<file path="config.mk">
export PLATFORM = sky130hd
export DESIGN_NAME = act_power
export DESIGN_NICKNAME = d
export VERILOG_FILES = /design/src/pkg/act_pkg.sv /design/src/verilog/act_decim.sv /design/src/verilog/act_fifo.sv /design/src/verilog/act_power.sv
export SDC_FILE = /design/constraint.sdc
export NUM_CORES = 2
export LEC_CHECK = 0
export ABC_AREA = 1
export BUFFER_PORTS_ARGS = -buffer_cell sky130_fd_sc_hd__buf_2
export CORE_MARGIN = 3
export CORE_UTILIZATION = 44
export CTS_CLUSTER_DIAMETER = 50
export DETAILED_ROUTE_END_ITERATION = 10
export PLACE_DENSITY = 0.64
export SLEW_MARGIN = 15
export SYNTH_ARGS = -nofsm -noshare
export SYNTH_HDL_FRONTEND = slang
export SYNTH_SLANG_ARGS = --single-unit
</file>
<file path="constraint.sdc">
create_clock -name clk -period 8.86 [get_ports clk]
set_clock_uncertainty 0.2 [all_clocks]
set_input_delay 1.329 -clock clk [delete_from_list [all_inputs] [get_ports clk]]
set_output_delay 1.329 -clock clk [all_outputs]
set_load 0.005 [all_outputs]
</file>
<file path="src/pkg/act_pkg.sv">
// Constants, carrier types and states of the active power datapath
package act_pkg;

  // Sample and accumulator widths
  localparam int SAMPLE_W = 24;
  localparam int ACC_W = 48;

  // Decimator: ones counted over a window of 256 modulator bits
  localparam int DEC_CNT_W = 8;
  localparam logic [DEC_CNT_W-1:0] DEC_LAST = 8'hFF;
  localparam logic signed [SAMPLE_W-1:0] DEC_MID = 24'h00_0100;
  localparam int DEC_SHIFT = 14;

  // Filter corner shifts and product scaling
  localparam int HPF_SHIFT = 16;
  localparam int LPF_SHIFT = 7; // Active value settles within a few hundred samples

  // Energy per output pulse, counted in accumulated power units
  localparam logic [ACC_W-1:0] CF_THRESH = 48'h0000_4000_0000;
  localparam logic [ACC_W-1:0] LR_THRESH = 48'h0200_0000_0000;

  // Sample FIFO depth
  localparam int FIFO_DEPTH = 16;

  // Clock rate and pulse high times
  localparam int CLK_MHZ = 32'h0000_00C8;
  localparam int CF_HIGH_US = 32'h0000_000A;
  localparam int CF_HIGH_CYC = CF_HIGH_US * CLK_MHZ;
  localparam int LR_HIGH_US = 32'h0000_0064;
  localparam int LR_HIGH_CYC = LR_HIGH_US * CLK_MHZ;

  // Rate select codes
  localparam logic [1:0] RATE_X1 = 2'h0;
  localparam logic [1:0] RATE_X2 = 2'h1;
  localparam logic [1:0] RATE_X4 = 2'h2;
  localparam logic [1:0] RATE_X8 = 2'h3;

  // Current and voltage sample pair carried through the FIFO
  typedef struct packed {
    logic signed [SAMPLE_W-1:0] current;
    logic signed [SAMPLE_W-1:0] voltage;
  } act_pair_t;

  // Processing sequence
  typedef enum logic [4:0] {
    ST_IDLE = 5'b00001,
    ST_HPF = 5'b00010,
    ST_MUL = 5'b00100,
    ST_LPF = 5'b01000,
    ST_DFC = 5'b10000
  } act_state_t;

endpackage

</file>
<file path="src/verilog/act_decim.sv">
// Bitstream decimator: 256 modulator bits to one signed 24-bit sample
`timescale 1ns/1ps
`default_nettype none
module act_decim
  import act_pkg::*;
(
  // Clock and reset
  input wire logic clk,
  input wire logic rst,
  // Modulator bit, one per clock
  input wire logic bit_in,
  // Decimated sample
  output logic sample_valid,
  output logic signed [SAMPLE_W-1:0] sample
);

  logic [DEC_CNT_W-1:0] phase; // Position in window
  logic [DEC_CNT_W:0] ones; // Ones seen so far

  // Maps a ones count to a signed level centred on zero
  function automatic logic signed [SAMPLE_W-1:0] to_level(input logic [DEC_CNT_W:0] n);
    to_level = ($signed({14'h0000, n, 1'b0}) - DEC_MID) <<< DEC_SHIFT;
  endfunction

  ////////////////////////////////////////////////////////////////////////////
  // Window phase, free running
  always_ff @(posedge clk) begin
    if (rst) begin
      phase <= '0;
    end else begin
      phase <= phase + 8'h01;
    end
  end

  // Ones counter, one bit taken per clock; the last bit of a window goes to the sample instead
  always_ff @(posedge clk) begin
    if (rst) begin
      ones <= '0;
    end else if (phase == DEC_LAST) begin
      ones <= '0; // Window closes
    end else begin
      ones <= ones + {8'h00, bit_in};
    end
  end

  // Sample out at window end
  always_ff @(posedge clk) begin
    if (rst) begin
      sample_valid <= 1'b0;
      sample <= '0;
    end else begin
      sample_valid <= (phase == DEC_LAST);
      if (phase == DEC_LAST) begin
        sample <= to_level(ones + {8'h00, bit_in});
      end
    end
  end

endmodule
`default_nettype wire

</file>
<file path="src/verilog/act_fifo.sv">
// Flip-flop FIFO with valid/ready on both sides
`timescale 1ns/1ps
`default_nettype none
module act_fifo #(
  parameter int WIDTH = 48,
  parameter int DEPTH = 16
) (
  // Clock and reset
  input wire logic clk,
  input wire logic rst,
  // Fill side
  input wire logic in_valid,
  output logic in_ready,
  input wire logic [WIDTH-1:0] in_data,
  // Drain side
  output logic out_valid,
  input wire logic out_ready,
  output logic [WIDTH-1:0] out_data
);

  localparam int AW = $clog2(DEPTH);
  localparam logic [AW:0] FULL = (AW+1)'(DEPTH);

  logic [WIDTH-1:0] mem [DEPTH]; // Storage
  logic [AW-1:0] wr_ptr; // Next write slot
  logic [AW-1:0] rd_ptr; // Oldest word
  logic [AW:0] count; // Words held
  logic push;
  logic pop;

  // Pointer advance with wrap at depth
  function automatic logic [AW-1:0] next_ptr(input logic [AW-1:0] p);
    next_ptr = (p == AW'(DEPTH - 1)) ? '0 : p + AW'(1);
  endfunction

  assign in_ready = (count != FULL);
  assign out_valid = (count != '0);
  assign out_data = mem[rd_ptr];
  assign push = in_valid & in_ready;
  assign pop = out_valid & out_ready;

  ////////////////////////////////////////////////////////////////////////////
  // Write port
  always_ff @(posedge clk) begin
    if (push) begin
      mem[wr_ptr] <= in_data;
    end
  end

  // Pointers and fill level
  always_ff @(posedge clk) begin
    if (rst) begin
      wr_ptr <= '0;
      rd_ptr <= '0;
      count <= '0;
    end else begin
      if (push) begin
        wr_ptr <= next_ptr(wr_ptr);
      end
      if (pop) begin
        rd_ptr <= next_ptr(rd_ptr);
      end
      if (push && !pop) begin
        count <= count + (AW+1)'(1);
      end else if (pop && !push) begin
        count <= count - (AW+1)'(1);
      end
    end
  end

endmodule
`default_nettype wire

</file>
<file path="src/verilog/act_power.sv">
// Active power datapath: decimation, current select, filters, product, pulses
//
// Operation
// - Only one current input feeds the product
// - One modulator bit taken per clock
// - Decimator yields signed 24-bit samples
// - High-pass removes dc from current samples
// - Power is current times voltage sample
// - Low-pass product gives active power
// - Low-rate pulses from long power accumulation
// - Calibration pulse uses short accumulation
// - Thresholds counted in power units, not time
// - Reverse flag follows sign at calibration pulses
// - Rate select picks one of four scalings
// - Undervoltage stops accumulation, silences pulse outputs
`timescale 1ns/1ps
`default_nettype none
module act_power
  import act_pkg::*;
#(
  parameter int LR_HIGH = LR_HIGH_CYC
) (
  // Clock and reset
  input wire logic clk,
  input wire logic rst,
  // Modulator bitstreams from the pins
  input wire logic current_input_a,
  input wire logic current_input_b,
  input wire logic voltage_input_bit,
  // Control pins
  input wire logic current_select_b,
  input wire logic [1:0] rate_select,
  input wire logic supply_low,
  // Pulse and flag outputs
  output logic calibration_pulse_out,
  output logic low_rate_pulse_a,
  output logic low_rate_pulse_b,
  output logic reverse_power_flag,
  // Monitored, unused current channel
  output logic monitor_valid,
  output logic signed [SAMPLE_W-1:0] monitor_sample
);

  ////////////////////////////////////////////////////////////////////////////
  // Declarations
  localparam int SYNC_W = 7;

  logic [SYNC_W-1:0] sync_meta; // First synchroniser stage
  logic [SYNC_W-1:0] sync_q; // Second stage, safe to read
  logic bit_a; // Synchronised bits
  logic bit_b;
  logic bit_v;
  logic sel_b;
  logic [1:0] rate;
  logic low_supply;

  logic dec_valid; // Decimators run in lockstep
  logic signed [SAMPLE_W-1:0] samp_a;
  logic signed [SAMPLE_W-1:0] samp_b;
  logic signed [SAMPLE_W-1:0] samp_v;

  logic hold_valid; // Sample pair waiting for the FIFO
  act_pair_t hold_pair;
  logic fifo_in_ready;
  logic fifo_out_valid;
  act_pair_t fifo_out;
  logic take; // Processing takes a pair

  act_state_t state; // Processing sequence
  act_pair_t work; // Pair under processing
  logic signed [ACC_W-1:0] hpf_acc; // Current dc estimate, scaled
  logic signed [SAMPLE_W-1:0] cur_hp; // Current with dc removed
  logic signed [ACC_W-1:0] inst_power; // Instantaneous power
  logic signed [ACC_W-1:0] lpf_acc; // Low-pass state, scaled
  logic signed [ACC_W-1:0] active; // Active power
  logic primed; // First active value present

  logic [ACC_W-1:0] cf_acc; // Short accumulator
  logic [ACC_W-1:0] lr_acc; // Long accumulator
  logic cf_fire; // Calibration threshold reached
  logic lr_fire; // Low-rate threshold reached
  logic [31:0] cf_cnt; // Calibration high time left
  logic [31:0] lr_cnt; // Low-rate high time left
  logic lr_turn_b; // Next low-rate pulse goes to output b
  logic dfc_add; // New active value enters the accumulators

  // Magnitude of a signed power value
  function automatic logic [ACC_W-1:0] mag(input logic signed [ACC_W-1:0] v);
    mag = v[ACC_W-1] ? ACC_W'(-v) : ACC_W'(v);
  endfunction

  // Low-rate threshold for each rate code
  function automatic logic [ACC_W-1:0] lr_limit(input logic [1:0] code);
    unique case (code)
      RATE_X1: lr_limit = LR_THRESH;
      RATE_X2: lr_limit = LR_THRESH >> 1;
      RATE_X4: lr_limit = LR_THRESH >> 2;
      RATE_X8: lr_limit = LR_THRESH >> 3;
    endcase
  endfunction

  ////////////////////////////////////////////////////////////////////////////
  // Pin synchronisers, two flops each
  always_ff @(posedge clk) begin
    if (rst) begin
      sync_meta <= '0;
      sync_q <= '0;
    end else begin
      sync_meta <= {current_input_a, current_input_b, voltage_input_bit,
                    current_select_b, rate_select, supply_low};
      sync_q <= sync_meta;
    end
  end

  assign {bit_a, bit_b, bit_v, sel_b, rate, low_supply} = sync_q;

  ////////////////////////////////////////////////////////////////////////////
  // Decimators, one bit per clock on each channel
  act_decim u_dec_a (
    .clk(clk),
    .rst(rst),
    .bit_in(bit_a),
    .sample_valid(dec_valid),
    .sample(samp_a)
  );

  act_decim u_dec_b (
    .clk(clk),
    .rst(rst),
    .bit_in(bit_b),
    .sample_valid(),
    .sample(samp_b)
  );

  act_decim u_dec_v (
    .clk(clk),
    .rst(rst),
    .bit_in(bit_v),
    .sample_valid(),
    .sample(samp_v)
  );

  ////////////////////////////////////////////////////////////////////////////
  // Channel select: product gets one current, the other is monitored
  always_ff @(posedge clk) begin
    if (rst) begin
      hold_valid <= 1'b0;
      hold_pair <= '0;
    end else if (dec_valid) begin
      hold_valid <= 1'b1; // Newest pair replaces one not yet taken
      hold_pair.current <= sel_b ? samp_b : samp_a;
      hold_pair.voltage <= samp_v;
    end else if (fifo_in_ready) begin
      hold_valid <= 1'b0;
    end
  end

  // Monitor output of the channel left out of the product
  always_ff @(posedge clk) begin
    if (rst) begin
      monitor_valid <= 1'b0;
      monitor_sample <= '0;
    end else begin
      monitor_valid <= dec_valid;
      if (dec_valid) begin
        monitor_sample <= sel_b ? samp_a : samp_b;
      end
    end
  end

  ////////////////////////////////////////////////////////////////////////////
  // Sample FIFO between decimation and processing
  act_fifo #(
    .WIDTH($bits(act_pair_t)),
    .DEPTH(FIFO_DEPTH)
  ) u_fifo (
    .clk(clk),
    .rst(rst),
    .in_valid(hold_valid),
    .in_ready(fifo_in_ready),
    .in_data(hold_pair),
    .out_valid(fifo_out_valid),
    .out_ready(take),
    .out_data(fifo_out)
  );

  // Drain only while the sequence is idle
  assign take = (state == ST_IDLE);

  ////////////////////////////////////////////////////////////////////////////
  // Processing sequence, one stage per clock
  always_ff @(posedge clk) begin
    if (rst) begin
      state <= ST_IDLE;
    end else begin
      unique case (state)
        ST_IDLE: begin
          if (fifo_out_valid) begin
            state <= ST_HPF;
          end
        end
        ST_HPF: state <= ST_MUL;
        ST_MUL: state <= ST_LPF;
        ST_LPF: state <= ST_DFC;
        ST_DFC: state <= ST_IDLE;
        default: state <= ST_IDLE; // Recover from an illegal code
      endcase
    end
  end

  // Capture the pair being worked on
  always_ff @(posedge clk) begin
    if (rst) begin
      work <= '0;
    end else if (take && fifo_out_valid) begin
      work <= fifo_out;
    end
  end

  // High-pass on current: subtract a slow dc estimate
  always_ff @(posedge clk) begin
    if (rst) begin
      hpf_acc <= '0;
      cur_hp <= '0;
    end else if (state == ST_HPF) begin
      hpf_acc <= hpf_acc + ACC_W'(work.current) - (hpf_acc >>> HPF_SHIFT);
      cur_hp <= work.current - SAMPLE_W'(hpf_acc >>> HPF_SHIFT);
    end
  end

  // Direct product of filtered current and voltage
  always_ff @(posedge clk) begin
    if (rst) begin
      inst_power <= '0;
    end else if (state == ST_MUL) begin
      inst_power <= ACC_W'(cur_hp) * ACC_W'(work.voltage);
    end
  end

  // Low-pass on the product keeps its dc term
  always_ff @(posedge clk) begin
    if (rst) begin
      lpf_acc <= '0;
      active <= '0;
      primed <= 1'b0;
    end else if (state == ST_LPF) begin
      lpf_acc <= lpf_acc + (inst_power >>> LPF_SHIFT) - (lpf_acc >>> LPF_SHIFT);
      active <= lpf_acc >>> LPF_SHIFT;
      primed <= 1'b1;
    end
  end

  ////////////////////////////////////////////////////////////////////////////
  // Energy accumulation, halted while the supply is low
  assign cf_fire = (cf_acc >= CF_THRESH);
  assign lr_fire = (lr_acc >= lr_limit(rate));
  assign dfc_add = (state == ST_DFC) && primed;

  always_ff @(posedge clk) begin
    if (rst) begin
      cf_acc <= '0;
      lr_acc <= '0;
    end else if (low_supply) begin
      cf_acc <= cf_acc;
      lr_acc <= lr_acc;
    end else begin
      // Pulse taken off and new energy added in one step, so no sample is lost
      cf_acc <= cf_acc - (cf_fire ? CF_THRESH : '0) + (dfc_add ? mag(active) : '0);
      lr_acc <= lr_acc - (lr_fire ? lr_limit(rate) : '0) + (dfc_add ? mag(active) : '0);
    end
  end

  ////////////////////////////////////////////////////////////////////////////
  // Calibration pulse and reverse power flag
  always_ff @(posedge clk) begin
    if (rst) begin
      cf_cnt <= '0;
      calibration_pulse_out <= 1'b0;
      reverse_power_flag <= 1'b0;
    end else if (low_supply) begin
      cf_cnt <= '0;
      calibration_pulse_out <= 1'b0;
    end else if (cf_fire) begin
      cf_cnt <= 32'(CF_HIGH_CYC - 1);
      calibration_pulse_out <= 1'b1;
      reverse_power_flag <= active[ACC_W-1];
    end else if (cf_cnt != '0) begin
      cf_cnt <= cf_cnt - 32'h0000_0001;
    end else begin
      calibration_pulse_out <= 1'b0;
    end
  end

  // Low-rate pulses, alternating between the two outputs
  always_ff @(posedge clk) begin
    if (rst) begin
      lr_cnt <= '0;
      lr_turn_b <= 1'b0;
      low_rate_pulse_a <= 1'b0;
      low_rate_pulse_b <= 1'b0;
    end else if (low_supply) begin
      lr_cnt <= '0;
      low_rate_pulse_a <= 1'b0;
      low_rate_pulse_b <= 1'b0;
    end else if (lr_fire) begin
      lr_cnt <= 32'(LR_HIGH - 1);
      lr_turn_b <= ~lr_turn_b;
      low_rate_pulse_a <= ~lr_turn_b;
      low_rate_pulse_b <= lr_turn_b;
    end else if (lr_cnt != '0) begin
      lr_cnt <= lr_cnt - 32'h0000_0001;
    end else begin
      low_rate_pulse_a <= 1'b0;
      low_rate_pulse_b <= 1'b0;
    end
  end

endmodule
`default_nettype wire
</file>
==> out/summary.log <==
[run_status] run status complete, no violations
[worst_hold_path] startpoint of the lowest-slack hold path sync_meta[2]$_SDFF_PP0_
[sta] final period utilization 73.5%
[floorplan] io pins 38
[floorplan] die width 370 µm
[logic_synthesis] async set-reset flop share out of synthesis 0%
[clock_tree] number of hold buffers added after CTS 0
[power_and_ir_drop] Final Total Pwr 21.4 mW
[floorplan] Cell Rows 132
[power_and_ir_drop] switching power 10.4 mW
[logic_synthesis] count of synthesis-stage warnings from yosys 0
[clock_tree] H-tree depth 3
[finish] post-route design area 64100 µm²
[clock_tree] insertion delay to the later sink of the worst-skew pair 760 ps
[power_and_ir_drop] leak pwr 30.7 nW
[logic_synthesis] count of cell types in the netlist 64
[sta] time the final worst path needs with I/O delays and setup 6510 ps
[logic_synthesis] top area cells in the synthesized netlist sky130_fd_sc_hd__dfxtp_1 18%, sky130_fd_sc_hd__edfxtp_1 15%, sky130_fd_sc_hd__ha_1 9.7%, sky130_fd_sc_hd__inv_1 9.6%, sky130_fd_sc_hd__fa_1 8.7%
[worst_hold_path] Hold WC Path Type flop to flop
[clock_tree] largest buffer count on any clock path 3
[route] post-DR wirelength/cell 17.8 µm
[clock_tree] TritonCTS clock tree done
[grt] number of antenna violations at the first check in global routing 2
[power_and_ir_drop] combinational share of power 57.3%
[setup_path] category of the worst setup path capture point flop
[sta] count of pins over their slew limit 0
[placed_design] cell area after placement 60100 µm²
[setup_path] reg-to-reg critical path endpoint inst_power[44]$_SDFFE_PP0N_
[sta] number of hold violations in the final report 0
[logic_synthesis] number of flops mapped to enable cells by yosys 288
[setup_path] source of the critical timing path work[23]$_SDFFE_PP0P_
[route] Vias per Instance 5.30
[setup_path] reg2reg start work[23]$_SDFFE_PP0P_
[clock_tree] number of clock sinks seen by CTS 806
[logic_synthesis] synthesized area per cell 7.65 µm²
[setup_path] destination of the critical timing path inst_power[44]$_SDFFE_PP0N_
[grt] global-route usage over all layers 24.2%
[placed_design] minimum setup slack after placement 2410 ps
[logic_synthesis] #FFs+latches synth 806
[clock_tree] CTS resizes 0
[sta] Worst Slack Setup Final 2350 ps
[floorplan] starting density of the core 44.7%
[sta] total negative setup slack 0 ps
[clock_tree] total clock buffers created by CTS 112
[grt] pin count of the biggest net entering global routing 113
[power_and_ir_drop] areal power density over the cells 333 nW/µm²
[power_and_ir_drop] Peak VDD IR 298 µV
[logic_synthesis] top-area cell type share of the netlist area 17.8%
[worst_hold_path] number of stages on the worst hold path 2
[setup_path] Worst R2R Path Depth 20
[setup_path] register-to-register setup slack 2350 ps
[route] number of DRC violations after detailed routing 0
[sta] RSZ-0062 raised after global routing no
[logic_synthesis] Synth Flop Type sky130_fd_sc_hd__dfxtp_1
[placed_design] count of placed standard cells including taps 9199
[power_and_ir_drop] switching portion of total power 48.7%
[route] iteration count of the initial detailed-routing pass 6
[logic_synthesis] combined area of all synthesized cells 58300 µm²
[logic_synthesis] gate count after technology mapping 7621
[sta] fmax 154 MHz
[route] post-detailed-route count of antenna-violating nets 0
[finish] fin cells 9412
[grt] via count of the first global-routing pass 47.8k
[placed_design] port bufs 22
[grt] gr ovfl total 0
[setup_path] required time at the endpoint of the critical path 9290 ps
[power_and_ir_drop] sequential power share 21.0%
[clock_tree] # Post-CTS Setup Buffers 0
[placed_design] routability congestion estimate 0.960
[finish] number of nets in the layout 8286
[logic_synthesis] sequential share of the synthesized area 32.6%
[placed_design] half-perimeter wire length after detailed placement 124000 µm
[route] final routed wirelength across all metal layers 167000 µm
[logic_synthesis] cell accounting for the most synthesized area sky130_fd_sc_hd__dfxtp_1
[setup_path] kind of critical path flop to flop
[sta] Final setup violation count 0
[sta] slew at the pin closest to its max-slew limit 1230 ps
[route] via count 49.8k
[floorplan] die extent in y 370 µm
[power_and_ir_drop] share of total power in the clock network 21.7%
[setup_path] startpoint type of the worst setup path flop
[sta] Slew Limit Headroom 18.1%
[clock_tree] clk slew on worst S/H paths 60 ps
[finish] area growth from synthesis to layout 9.90%
[route] Iter 0 DRT Violations 4037
[floorplan] core footprint 130000 µm²
[grt] global-route wire length before repair 263000 µm
[clock_tree] clock root buffer sky130_fd_sc_hd__clkbuf_16
[setup_path] biggest fanout along the worst timing path 21
[finish] layout cell share with drive strength beyond 1 4.94%
[floorplan] Die ar. 137000 µm²
[setup_path] Data arrival, critical path 6950 ps
[power_and_ir_drop] Internal Power 11.0 mW
[flow_run] max-capacitance violation count 0
worst min-delay path by stage:
| stage | endpoint | slack (ps) |
|---|---|---|
| finish | sync_q[2]$_SDFF_PP0_ | 200 |
| global route | sync_q[2]$_SDFF_PP0_ | 210 |
| floorplan | sync_q[0]$_SDFF_PP0_ | 190 |
| CTS | sync_q[2]$_SDFF_PP0_ | 200 |
| detailed placement | sync_q[2]$_SDFF_PP0_ | 190 |
| global placement | sync_q[0]$_SDFF_PP0_ | 180 |
flip-flops by register name, indices dropped and copies added (netlist names), 9 cells and up:
| name | flops |
|---|---|
| u_fifo.mem | 288 |
| hold_pair | 18 |
| u_dec_a.sample | 9 |
| u_dec_b.ones | 9 |
| hpf_acc | 48 |
| u_dec_a.ones | 9 |
| inst_power | 33 |
| cf_cnt | 32 |
| lr_acc | 48 |
| lpf_acc | 48 |
| cf_acc | 48 |
| u_dec_b.sample | 9 |
| lr_cnt | 32 |
| monitor_sample | 9 |
| active | 41 |
| u_dec_v.ones | 9 |
| cur_hp | 24 |
| u_dec_v.sample | 9 |
| work | 18 |
power by group through the flow:
stage	clock (mW)	combinational [mW]	sequential (mW)
2_1_floorplan	0	8.88	4.36
3_3_place_gp	0	11.9	4.54
3_5_place_dp	0	12.0	4.55
4_1_cts	4.73	12.1	4.48
5_1_grt	4.90	13.8	4.52
6_report	4.63	12.2	4.48
critical path, stage by stage, from the launching register on:
cell and delay, ps:
sky130_fd_sc_hd__dfxtp_1 460, sky130_fd_sc_hd__inv_1 440, sky130_fd_sc_hd__or2_2 460, sky130_fd_sc_hd__fa_1 460
sky130_fd_sc_hd__fa_1 490, sky130_fd_sc_hd__inv_1 50, sky130_fd_sc_hd__fa_1 500, sky130_fd_sc_hd__fa_1 420
sky130_fd_sc_hd__ha_1 300, sky130_fd_sc_hd__fa_1 440, sky130_fd_sc_hd__ha_1 330, sky130_fd_sc_hd__fa_1 420
sky130_fd_sc_hd__nand3_1 110, sky130_fd_sc_hd__o211ai_1 230, sky130_fd_sc_hd__nand4_1 180, sky130_fd_sc_hd__nand3_1 180
sky130_fd_sc_hd__a31o_2 260, sky130_fd_sc_hd__or2_2 270, sky130_fd_sc_hd__nand3_1 70, sky130_fd_sc_hd__nand2_1 70
sky130_fd_sc_hd__inv_1 50
cell usage in the layout, fill, tap and decap left out, types with 15 or more instances in the layout:
| master | n |
|---|---|
| sky130_fd_sc_hd__nor3_1 | 72 |
| sky130_fd_sc_hd__o21bai_1 | 36 |
| sky130_fd_sc_hd__inv_6 | 18 |
| sky130_fd_sc_hd__inv_2 | 27 |
| sky130_fd_sc_hd__nand4_1 | 92 |
| sky130_fd_sc_hd__nor4_1 | 30 |
| sky130_fd_sc_hd__o32ai_1 | 20 |
| sky130_fd_sc_hd__edfxtp_1 | 288 |
| sky130_fd_sc_hd__fa_1 | 254 |
| sky130_fd_sc_hd__clkbuf_16 | 112 |
| sky130_fd_sc_hd__inv_1 | 1484 |
| sky130_fd_sc_hd__xor2_1 | 142 |
| sky130_fd_sc_hd__nand2_1 | 1010 |
| sky130_fd_sc_hd__buf_2 | 21 |
| sky130_fd_sc_hd__o21ai_1 | 62 |
| sky130_fd_sc_hd__nand3_1 | 313 |
| sky130_fd_sc_hd__mux2i_1 | 52 |
| sky130_fd_sc_hd__buf_4 | 39 |
| sky130_fd_sc_hd__a21oi_1 | 622 |
| sky130_fd_sc_hd__o21a_1 | 32 |
| sky130_fd_sc_hd__conb_1 | 27 |
| sky130_fd_sc_hd__a31oi_1 | 27 |
| sky130_fd_sc_hd__ha_1 | 452 |
| sky130_fd_sc_hd__nor2_2 | 19 |
| sky130_fd_sc_hd__clkbuf_8 | 18 |
| sky130_fd_sc_hd__nor2_4 | 19 |
| sky130_fd_sc_hd__nor2_1 | 852 |
| sky130_fd_sc_hd__dfxtp_1 | 514 |
| sky130_fd_sc_hd__xnor2_1 | 72 |
| sky130_fd_sc_hd__o21ai_0 | 562 |
| sky130_fd_sc_hd__o211ai_1 | 77 |
| sky130_fd_sc_hd__o221ai_1 | 65 |
| sky130_fd_sc_hd__a211oi_1 | 15 |
| sky130_fd_sc_hd__a21o_1 | 37 |
cell usage after synthesis, drive strengths merged (12+ instances only):
library cell and n:
inv 1510, nand2 1019, nor2 890, o21ai 628, a21oi 624, dfxtp 518
ha 452, nand3 318, edfxtp 288, fa 254, clkbuf 196, xor2 142
nand4 92, o211ai 79, nor3 76, xnor2 72, o221ai 65, buf 54
mux2i 52, a21o 37, o21bai 36, nor4 33, o21a 32, a31oi 27
o32ai 20, a31o 18, a211oi 15, or2 13, a21boi 12, clkinv 12
per-layer routing:
| layer | wire length [µm] | global-route usage, % | share of wire [%] | vias to the layer above |
|---|---|---|---|---|
| li1 | - | - | - | 24700 |
| met1 | 80200 | 35.5 | 48 | 23500 |
| met2 | 70600 | 36.3 | 42 | 1432 |
| met3 | 12700 | 4.71 | 7.6 | 209 |
| met4 | 3510 | 6.28 | 2.1 | 0 |
| met5 | 0 | 0 | 0 | - |
final cells by class:
class / instances / area, µm²
inverters: 1522 / 5720
multi-input cells: 5068 / 32800
flip-flops and latches: 806 / 19000
fillers: 12800 / 66400
well taps: 1742 / 2180
repair buffers: 61 / 412
clock buffers: 139 / 3070
clock inverters: 73 / 887
diodes: 1 / 2.50
metrics by stage:
stage,util [%],hold WS [ps]
floorplan,-,188
global route,49.1,208
CTS,49.1,196
global placement,46.1,182
finish,49.1,195
detailed placement,46.1,192
cells by family (layout without fill, tap and decap cells):
group / after synthesis / in the layout / synth area share [%]
other: 2 / 28 / 0.0129
adder cells (fa/ha/maj): 706 / 706 / 18.4
AO/OA/AOI/OAI: 1604 / 1604 / 15.5
flip-flops: 806 / 806 / 32.6
XOR/XNOR: 214 / 214 / 3.21
AND/OR/NAND/NOR: 2465 / 2465 / 17.8
buffers and inverters: 1772 / 1795 / 11.5
multiplexers: 52 / 52 / 0.893
No activity file was read; power rests on OpenSTA's default activity.
